## config.mk

```make
export PLATFORM = sky130hd
export DESIGN_NAME = interval_timer_interrupts
export DESIGN_NICKNAME = d
export VERILOG_FILES = /design/src/design/interval_timer_pkg.sv /design/src/design/interval_timer_interrupts.sv
export VERILOG_INCLUDE_DIRS = /design/src /design/src/design
export SDC_FILE = /design/constraint.sdc
export NUM_CORES = 1
export LEC_CHECK = 0
export ABC_CLOCK_PERIOD_IN_PS = 6900
export BUFFER_PORTS_ARGS = -buffer_cell sky130_fd_sc_hd__buf_2
export CORE_ASPECT_RATIO = 0.9
export CORE_UTILIZATION = 40
export CTS_CLUSTER_DIAMETER = 150
export DETAILED_ROUTE_END_ITERATION = 8
export MAX_ROUTING_LAYER = met4
export REMOVE_ABC_BUFFERS = 1
export SLEW_MARGIN = 40
export SYNTH_ARGS = -nofsm -noshare
export SYNTH_HDL_FRONTEND = slang
export SYNTH_SLANG_ARGS = --single-unit
```

## constraint.sdc

```tcl
create_clock -name clk -period 6.9 [get_ports clk]
set_input_delay 0 -clock clk [delete_from_list [all_inputs] [get_ports clk]]
set_output_delay 0 -clock clk [all_outputs]
set_load 0.005 [all_outputs]
```

## src/design/interval_timer_params.svh

```systemverilog
`ifndef INTERVAL_TIMER_PARAMS_SVH
`define INTERVAL_TIMER_PARAMS_SVH
// register byte offsets
`define OFS_CMD 12'h000
`define OFS_SETV 12'h004
`define OFS_IVAL 12'h008
`define OFS_SUBR 12'h00c
`define OFS_RD_COUNT 12'h010
`define OFS_RD_IVAL 12'h014
`define OFS_RD_ELAPSED 12'h018
`define OFS_STATUS 12'h01c
`define OFS_IMASK 12'h020
`define OFS_PENDING 12'h024
`define OFS_GMASK 12'h028
`define OFS_RUNNING 12'h02c
`define OFS_SUBR0 12'h030
// command word fields
`define CMD_CODE_LSB 0
`define CMD_CONST_BIT 12
// instruction control codes (bcd)
`define CC_ONESHOT 12'h000
`define CC_SCHED 12'h003
`define CC_READ 12'h006
`define CC_STOP 12'h010
`define CC_GMASK 12'h100
`define CC_GUNMASK 12'h200
// operand limits (bcd)
`define IVAL_MIN 16'h0005
`define IVAL_MAX 16'h0320
`define IVAL_CONST 16'h0010
`define SUBR_MAX 16'h0255
// timing: base tick in ns and clock period in ns
`define TICK_NS 100000
`define CLK_NS 100
`define TICK_CYC (`TICK_NS / `CLK_NS)
// reset values
`define IMASK_RST 3'h7
`endif

```

## src/design/interval_timer_pkg.sv

```systemverilog
package interval_timer_pkg;
  typedef enum logic [2:0] {
    ST_IDLE = 3'b001,
    ST_ONESHOT = 3'b010,
    ST_SCHED = 3'b100
  } tmode_t;
  typedef struct packed {
    tmode_t mode;
    logic [15:0] setv;
    logic [15:0] ival;
    logic [15:0] pv;
    logic [15:0] done;
    logic [15:0] sub;
    logic [15:0] elapsed;
  } chan_t;
  typedef struct packed {
    logic psel;
    logic penable;
    logic pwrite;
    logic [11:0] paddr;
    logic [31:0] pwdata;
  } apb_req_t;
endpackage

```

## src/design/interval_timer_interrupts.sv

```systemverilog
// The address map and register access over APB were left to the implementer.
`include "interval_timer_params.svh"

// Overview of operation
// code 100 applies a group mask over every interrupt source
// code 200 removes the group mask so interrupts are serviced again
// group mask sits over individual masks, which are kept untouched
// interrupts during group mask stay pending and fire after unmask
// program must not mask or unmask the group from an interrupt routine
// three independent timers selected by codes 000, 001, 002
// program must not use timer 0 while pulse speed output runs
// program must not use timer 2 while fast counter setup word is nonzero
// one-shot: decrement per interval, call subroutine once at zero, stop
// set value is four bcd digits 0000 to 9999
// interval is bcd 0005 to 0320 in 0.1 ms units
// subroutine number is bcd 0000 to 0255, or 0127 on reduced parts
// constant set value uses a fixed interval of 10 (1 ms)
// scheduled: reload after each call and repeat until stopped
// elapsed read gives decrements, interval and time since last decrement
// elapsed read of a stopped timer returns 0000
// code timer number plus 10 stops that timer
// a prescaler makes the 0.1 ms tick that all timers count on
module interval_timer_interrupts #(
  parameter int NUM_TIMERS = 3,
  parameter int TICK_CYCLES = `TICK_CYC,
  parameter logic [15:0] SUBR_LIMIT = `SUBR_MAX
) (
  // clock, reset, enable
  input wire logic clk,
  input wire logic reset,
  input wire logic clk_en,
  // apb slave
  input wire logic psel,
  input wire logic penable,
  input wire logic pwrite,
  input wire logic [11:0] paddr,
  input wire logic [31:0] pwdata,
  output logic [31:0] prdata,
  output logic pready,
  output logic pslverr,
  // interrupt output and subroutine call strobe
  output logic irq,
  output logic call_valid,
  output logic [15:0] call_subr
);

  // =====================================================
  // state
  typedef struct packed {
    interval_timer_pkg::chan_t [2:0] ch;
    logic [15:0] presc;
    logic [15:0] setv_w;
    logic [15:0] ival_w;
    logic [15:0] subr_w;
    logic [15:0] rd_count;
    logic [15:0] rd_ival;
    logic [15:0] rd_elapsed;
    logic [2:0] status;
    logic [2:0] imask;
    logic gmask;
    logic [31:0] prdata;
    logic call_valid;
    logic [15:0] call_subr;
  } state_t;

  state_t q, d;
  interval_timer_pkg::apb_req_t req;
  logic tick;
  logic wr;
  logic [2:0] expire;

  assign req = '{psel, penable, pwrite, paddr, pwdata};
  assign wr = req.psel && req.penable && req.pwrite;

  // bcd helpers
  function automatic logic bcd_ok(input logic [15:0] v);
    bcd_ok = (v[3:0] < 4'ha) && (v[7:4] < 4'ha) && (v[11:8] < 4'ha) && (v[15:12] < 4'ha);
  endfunction

  function automatic logic [15:0] bcd_dec(input logic [15:0] v);
    logic [15:0] r;
    int i;
    logic borrow;
    r = v;
    borrow = 1'b1;
    for (i = 0; i < 4; i++) begin
      if (borrow) begin
        if (r[i*4 +: 4] == 4'h0) begin
          r[i*4 +: 4] = 4'h9;
        end else begin
          r[i*4 +: 4] = r[i*4 +: 4] - 4'h1;
          borrow = 1'b0;
        end
      end
    end
    bcd_dec = r;
  endfunction

  function automatic logic [15:0] bcd_inc(input logic [15:0] v);
    logic [15:0] r;
    int i;
    logic carry;
    r = v;
    carry = 1'b1;
    for (i = 0; i < 4; i++) begin
      if (carry) begin
        if (r[i*4 +: 4] == 4'h9) begin
          r[i*4 +: 4] = 4'h0;
        end else begin
          r[i*4 +: 4] = r[i*4 +: 4] + 4'h1;
          carry = 1'b0;
        end
      end
    end
    bcd_inc = r;
  endfunction

  // =====================================================
  // prescaler tick
  assign tick = (q.presc == 16'(TICK_CYCLES - 1));

  // =====================================================
  // next state
  always_comb begin
    logic [11:0] code;
    logic use_const;
    logic [1:0] sel;
    logic [15:0] sv;
    logic [15:0] iv;
    logic [2:0] fire;
    logic gm_set;
    d = q;
    code = req.pwdata[`CMD_CODE_LSB +: 12];
    use_const = req.pwdata[`CMD_CONST_BIT];
    sel = code[1:0];
    sv = q.setv_w;
    iv = q.ival_w;
    // a group mask written this cycle already holds back dispatch
    gm_set = wr && req.paddr == `OFS_CMD && code == `CC_GMASK;
    fire = 3'h0;
    expire = 3'h0;
    d.call_valid = 1'b0;
    d.presc = tick ? 16'h0 : q.presc + 16'h1;
    // per-timer counting on tick
    for (int t = 0; t < NUM_TIMERS; t++) begin
      if (tick && q.ch[t].mode != interval_timer_pkg::ST_IDLE) begin
        if (bcd_inc(q.ch[t].elapsed) == q.ch[t].ival) begin
          d.ch[t].elapsed = 16'h0;
          d.ch[t].done = bcd_inc(q.ch[t].done);
          if (q.ch[t].pv == 16'h0001 || q.ch[t].pv == 16'h0000) begin
            expire[t] = 1'b1;
            if (q.ch[t].mode == interval_timer_pkg::ST_SCHED) begin
              d.ch[t].pv = q.ch[t].setv;
              d.ch[t].done = 16'h0;
            end else begin
              d.ch[t].mode = interval_timer_pkg::ST_IDLE;
              d.ch[t].pv = 16'h0;
            end
          end else begin
            d.ch[t].pv = bcd_dec(q.ch[t].pv);
          end
        end else begin
          d.ch[t].elapsed = bcd_inc(q.ch[t].elapsed);
        end
      end
    end
    // status bits: set wins over write-one-to-clear
    d.status = q.status;
    if (wr && req.paddr == `OFS_STATUS) begin
      d.status = q.status & ~req.pwdata[2:0];
    end
    d.status = d.status | expire;
    // deliver one pending call when neither masked
    for (int t = NUM_TIMERS - 1; t >= 0; t--) begin
      if (q.status[t] && !q.imask[t] && !q.gmask && !gm_set) begin
        fire = 3'h0;
        fire[t] = 1'b1;
      end
    end
    for (int t = 0; t < NUM_TIMERS; t++) begin
      if (fire[t] && !d.call_valid) begin
        d.call_valid = 1'b1;
        d.call_subr = q.ch[t].sub;
        d.status[t] = expire[t];
      end
    end
    // register writes
    if (wr) begin
      case (req.paddr)
        `OFS_SETV: d.setv_w = req.pwdata[15:0];
        `OFS_IVAL: d.ival_w = req.pwdata[15:0];
        `OFS_SUBR: d.subr_w = req.pwdata[15:0];
        `OFS_IMASK: d.imask = req.pwdata[2:0];
        `OFS_CMD: begin
          sv = use_const ? q.setv_w : q.setv_w;
          iv = use_const ? `IVAL_CONST : q.ival_w;
          if (code == `CC_GMASK) begin
            d.gmask = 1'b1;
          end else if (code == `CC_GUNMASK) begin
            d.gmask = 1'b0;
          end else if ((code & 12'hffc) == `CC_STOP && sel < 2'd3) begin
            d.ch[sel].mode = interval_timer_pkg::ST_IDLE;
          end else if ((code >= `CC_READ) && (code <= `CC_READ + 12'h002)) begin
            for (int t = 0; t < NUM_TIMERS; t++) begin
              if (code[3:0] == 4'(6 + t)) begin
                if (q.ch[t].mode == interval_timer_pkg::ST_IDLE) begin
                  d.rd_count = 16'h0;
                  d.rd_ival = 16'h0;
                  d.rd_elapsed = 16'h0;
                end else begin
                  d.rd_count = q.ch[t].done;
                  d.rd_ival = q.ch[t].ival;
                  d.rd_elapsed = q.ch[t].elapsed;
                end
              end
            end
          end else if (code[11:4] == 8'h0 && code[3:0] <= 4'h5) begin
            // start codes 000-002 one-shot, 003-005 scheduled
            for (int t = 0; t < NUM_TIMERS; t++) begin
              if (code[3:0] == 4'(t) || code[3:0] == 4'(3 + t)) begin
                if (bcd_ok(sv) && bcd_ok(iv) && iv >= `IVAL_MIN && iv <= `IVAL_MAX
                    && bcd_ok(q.subr_w) && q.subr_w <= SUBR_LIMIT) begin
                  d.ch[t].mode = (code[3:0] >= 4'h3) ? interval_timer_pkg::ST_SCHED
                                                     : interval_timer_pkg::ST_ONESHOT;
                  d.ch[t].setv = sv;
                  d.ch[t].pv = sv;
                  d.ch[t].ival = iv;
                  d.ch[t].sub = q.subr_w;
                  d.ch[t].done = 16'h0;
                  d.ch[t].elapsed = 16'h0;
                end
              end
            end
          end
        end
        default: ;
      endcase
    end
    // read data
    d.prdata = 32'h0;
    if (req.psel && !req.penable && !req.pwrite) begin
      case (req.paddr)
        `OFS_SETV: d.prdata = {16'h0, q.setv_w};
        `OFS_IVAL: d.prdata = {16'h0, q.ival_w};
        `OFS_SUBR: d.prdata = {16'h0, q.subr_w};
        `OFS_RD_COUNT: d.prdata = {16'h0, q.rd_count};
        `OFS_RD_IVAL: d.prdata = {16'h0, q.rd_ival};
        `OFS_RD_ELAPSED: d.prdata = {16'h0, q.rd_elapsed};
        `OFS_STATUS: d.prdata = {29'h0, q.status};
        `OFS_IMASK: d.prdata = {29'h0, q.imask};
        `OFS_PENDING: d.prdata = {29'h0, q.status & ~q.imask};
        `OFS_GMASK: d.prdata = {31'h0, q.gmask};
        `OFS_RUNNING: d.prdata = {29'h0, q.ch[2].mode != interval_timer_pkg::ST_IDLE,
                                  q.ch[1].mode != interval_timer_pkg::ST_IDLE,
                                  q.ch[0].mode != interval_timer_pkg::ST_IDLE};
        default: d.prdata = 32'h0;
      endcase
    end else if (req.psel && req.penable) begin
      d.prdata = q.prdata;
    end
  end

  // =====================================================
  // state register
  always_ff @(posedge clk) begin
    if (reset) begin
      q <= '0;
      q.ch[0].mode <= interval_timer_pkg::ST_IDLE;
      q.ch[1].mode <= interval_timer_pkg::ST_IDLE;
      q.ch[2].mode <= interval_timer_pkg::ST_IDLE;
      q.imask <= `IMASK_RST;
    end else if (clk_en) begin
      q <= d;
    end
  end

  // =====================================================
  // outputs
  assign pready = 1'b1;
  assign pslverr = 1'b0;
  assign prdata = q.prdata;
  assign irq = |(q.status & ~q.imask) && !q.gmask;
  assign call_valid = q.call_valid;
  assign call_subr = q.call_subr;

  // =====================================================
  // assertions
  property p_gmask_blocks;
    @(posedge clk) disable iff (reset) q.gmask |-> !irq && !call_valid;
  endproperty
  a_gmask_blocks: assert property (p_gmask_blocks) else $error("irq under group mask");

  property p_unmask;
    @(posedge clk) disable iff (reset)
      (clk_en && wr && req.paddr == `OFS_CMD && req.pwdata[11:0] == `CC_GUNMASK) |=> !q.gmask;
  endproperty
  a_unmask: assert property (p_unmask) else $error("unmask not taken");

  property p_mask_set;
    @(posedge clk) disable iff (reset)
      (clk_en && wr && req.paddr == `OFS_CMD && req.pwdata[11:0] == `CC_GMASK) |=> q.gmask;
  endproperty
  a_mask_set: assert property (p_mask_set) else $error("group mask not taken");

  property p_imask_kept;
    @(posedge clk) disable iff (reset)
      (clk_en && wr && req.paddr == `OFS_CMD && req.pwdata[11:0] == `CC_GUNMASK)
      |=> q.imask == $past(q.imask);
  endproperty
  a_imask_kept: assert property (p_imask_kept) else $error("individual mask changed");

  property p_pending_kept;
    @(posedge clk) disable iff (reset)
      (clk_en && q.gmask && expire[1]) |=> q.status[1];
  endproperty
  a_pending_kept: assert property (p_pending_kept) else $error("pending lost");

  property p_oneshot_stops;
    @(posedge clk) disable iff (reset)
      (clk_en && expire[1] && q.ch[1].mode == interval_timer_pkg::ST_ONESHOT)
      |=> q.ch[1].mode == interval_timer_pkg::ST_IDLE;
  endproperty
  a_oneshot_stops: assert property (p_oneshot_stops) else $error("one-shot kept running");

  property p_sched_reload;
    @(posedge clk) disable iff (reset)
      (clk_en && expire[2] && q.ch[2].mode == interval_timer_pkg::ST_SCHED)
      |=> q.ch[2].pv == q.ch[2].setv && q.ch[2].mode == interval_timer_pkg::ST_SCHED;
  endproperty
  a_sched_reload: assert property (p_sched_reload) else $error("no reload");

  property p_tick_period;
    @(posedge clk) disable iff (reset) (clk_en && tick) |=> !tick;
  endproperty
  a_tick_period: assert property (p_tick_period) else $error("tick too often");

  property p_ival_range;
    @(posedge clk) disable iff (reset)
      q.ch[2].mode != interval_timer_pkg::ST_IDLE
      |-> q.ch[2].ival >= `IVAL_MIN && q.ch[2].ival <= `IVAL_MAX;
  endproperty
  a_ival_range: assert property (p_ival_range) else $error("interval out of range");

endmodule

```

==> impl_metrics.tcl <==
set metrics [dict create \
    p_leak_nw 9.34 \
    antenna_found_initial 2 \
    initial_core_util 0.407 \
    h-tree-depth 2 \
    drtIter0Drc 3554 \
    fillers 6296 \
    hold_class "in2reg" \
    finalCritPeriodShare 0.636 \
    final_core_utilization 0.450 \
    ir_drop_v 0.000166 \
    grt_max_degree 120 \
    status "completed" \
    grt_pass1_vias 22600 \
    die_y_um 240 \
    finalNonFillerCells 4131 \
    maxSlewViolCount 0 \
    drive_gt1_frac 0.0865 \
    required_ns 7.38 \
    ant_nets 0 \
    cts_tree "built" \
    crit_path_end_kind "flip-flop" \
    nets 3325 \
    drv_cap 0 \
    dieArea_um2 63700 \
    cts_resized 0 \
    powerDensity_nw_per_um2 203 \
    synth_ff_type "dfxtp_1" \
    clk_path_buf_depth 3 \
    rsz0062_at_grt "no" \
    finalSetupViolations 0 \
    final_hold_viol_count 0 \
    clock_latency_ns 0.63 \
    io_buffers 67 \
    tightest_slew_ns 0.919 \
    crit_type "reg2reg" \
    clkTransAtPathRegs_ns 0.06 \
    die_x_um 266 \
    tns_ns 0 \
    area_growth_pct 10.3 \
    ys_ff_latch 449 \
    clock_sinks 449 \
    critPathArrivalTime_ns 4.87 \
    avgRoutedWirePerCell_um 22.6 \
    crit_fanout 13 \
    clock-root-buffer "clkbuf_16" \
    skew_ns 0.0357 \
    synth_cells 3349 \
    cts_setup_buffers 0 \
    dp_cells 4020 \
    gp_congestion 0.977 \
    timing.hold.ws_ns 0.0534 \
    startpoint_type "flip-flop" \
    syn_avg_cell_area_um2 7.49 \
    drcViolationCount 0 \
    rr_worst_depth 10 \
    vias 25500 \
    core_um2 61500 \
    syn-cell-area_um2 25100 \
    drt_wl_total_um 93200 \
    fmax_mhz 228 \
    ys_seq_area_frac 0.359 \
    pin_count 102 \
    min_period_ns 4.39 \
    first_pass_iters 6 \
    routed_via_density 6.17 \
    grt_usage 0.293 \
    hold_buffers 20 \
    hold_depth 5 \
    dp_hpwl_um 64800 \
    relSlewSlack 0.382 \
    synth_edf_count 0 \
    synth.distinct_cells 96 \
    cts_buffers 50 \
    async_reset_ff_frac 0 \
    gr-total-overflow 0 \
    grt_pass1_wl_um 141000 \
    placementRows 86 \
    ys_warn_count 0 \
]
[path summary, 6_finish.rpt]
kind                        from  slack [ns]                endpoint
max reg2reg  q[271]$_SDFFE_PP0P_        2.51     q[322]$_SDFFE_PP0P_
min reg2reg            flip-flop        0.45               flip-flop
max          q[271]$_SDFFE_PP0P_        2.51     q[322]$_SDFFE_PP0P_
min                     paddr[2]        0.05  prdata[0]$_SDFFE_PP0P_
[cell type report]
type	count	area, µm²	area share
multi-input cells	2556	14800	0.533
flip-flops and latches	449	8990	0.325
clock buffers	72	1390	0.0504
repair buffers	143	1050	0.0380
well taps	836	1050	0.0378
clock inverters	18	219	0.00791
inverters	56	210	0.00760
diodes	1	2.50	0.0000904
[layout by cell type, fill, tap and decap left out, drive strengths merged, types with 18 or more instances in the layout]
master	instances
nand2	451
dfxtp	449
a21oi	361
nor2	344
o21ai	174
nand3	160
a22oi	129
buf	123
a211oi	94
nor3	72
clkbuf	72
and3	60
inv	56
nand2b	53
nor4	48
o31ai	38
or3	37
nand4	31
a31oi	29
nor2b	27
xnor2	25
mux2i	22
o211ai	20
dlygate4sd3	20
and2	20
ha	19
conb	18
[kinds of logic (layout without fill, tap and decap cells)]
group	after synthesis	after routing	share of synthesized area
other cells	2	19	0.000300
simple gates	1420	1420	0.278
mux	27	27	0.0110
fa+ha+maj	19	19	0.00948
compound gates	1031	1031	0.264
flops	449	449	0.359
buf+inv	360	289	0.0642
xor+xnor	41	41	0.0143
[stage by stage]
| step | instance area (µm²) | setup WS (ns) | total power [mW] |
|---|---|---|---|
| final | 27700 | 2.51 | 5.60 |
| after global routing | 27700 | 2.09 | 5.75 |
| after CTS | 27600 | 2.58 | 5.63 |
| after detailed placement | 25800 | 2.60 | 2.95 |
| after global placement | 25700 | 2.63 | 2.95 |
| after floorplan | 23700 | -3.68 | 2.81 |
[cells in the mapped netlist (all sizes together) (19+ instances only)]
cell type / number / share of area
a21oi: 361 / 0.072
mux2i: 22 / 0.0088
inv: 56 / 0.0084
nand2b: 53 / 0.013
nand4: 31 / 0.0080
a211oi: 94 / 0.028
a22oi: 129 / 0.039
o21ai: 174 / 0.035
and3: 60 / 0.015
nor3: 72 / 0.015
nand3: 160 / 0.032
clkbuf: 207 / 0.031
nor2b: 27 / 0.0067
o211ai: 20 / 0.0060
nor2: 344 / 0.052
ha: 19 / 0.0095
buf: 97 / 0.025
xnor2: 25 / 0.0087
nand2: 451 / 0.068
or3: 37 / 0.0092
nor4: 48 / 0.014
a31oi: 29 / 0.0072
and2: 20 / 0.0050
o31ai: 38 / 0.011
dfxtp: 449 / 0.36
[per-layer routing]
layer / share of wire / routed length [µm] / global-route usage
met1: 0.45 / 42400 / 0.423
met2: 0.42 / 39300 / 0.420
met3: 0.095 / 8840 / 0.0402
met4: 0.029 / 2710 / 0.0857
met5: 0 / 0 / -
[report_power, final]
| part | leakage, nW | internal, mW | switching (mW) | total, mW |
|---|---|---|---|---|
| registers | 3.62 | 2.60 | 0.0183 | 2.62 |
| logic | 4.93 | 0.0843 | 0.207 | 0.291 |
| clock network | 0.790 | 1.52 | 1.17 | 2.69 |
| total | 9.34 | 4.21 | 1.39 | 5.60 |
[worst max-delay path, cell delays in order, from the launching register on]
cell and delay [ns]:
dfxtp_1 0.56, ha_1 0.30, nand3b_1 0.39, a211oi_1 0.54, mux2_2 0.25, nand4b_1 0.09
a2111oi_0 0.74, and4_1 0.77, o21ai_0 0.20, a221oi_1 0.32, a2111oi_0 0.10
Power figures use the tool's default switching activity.
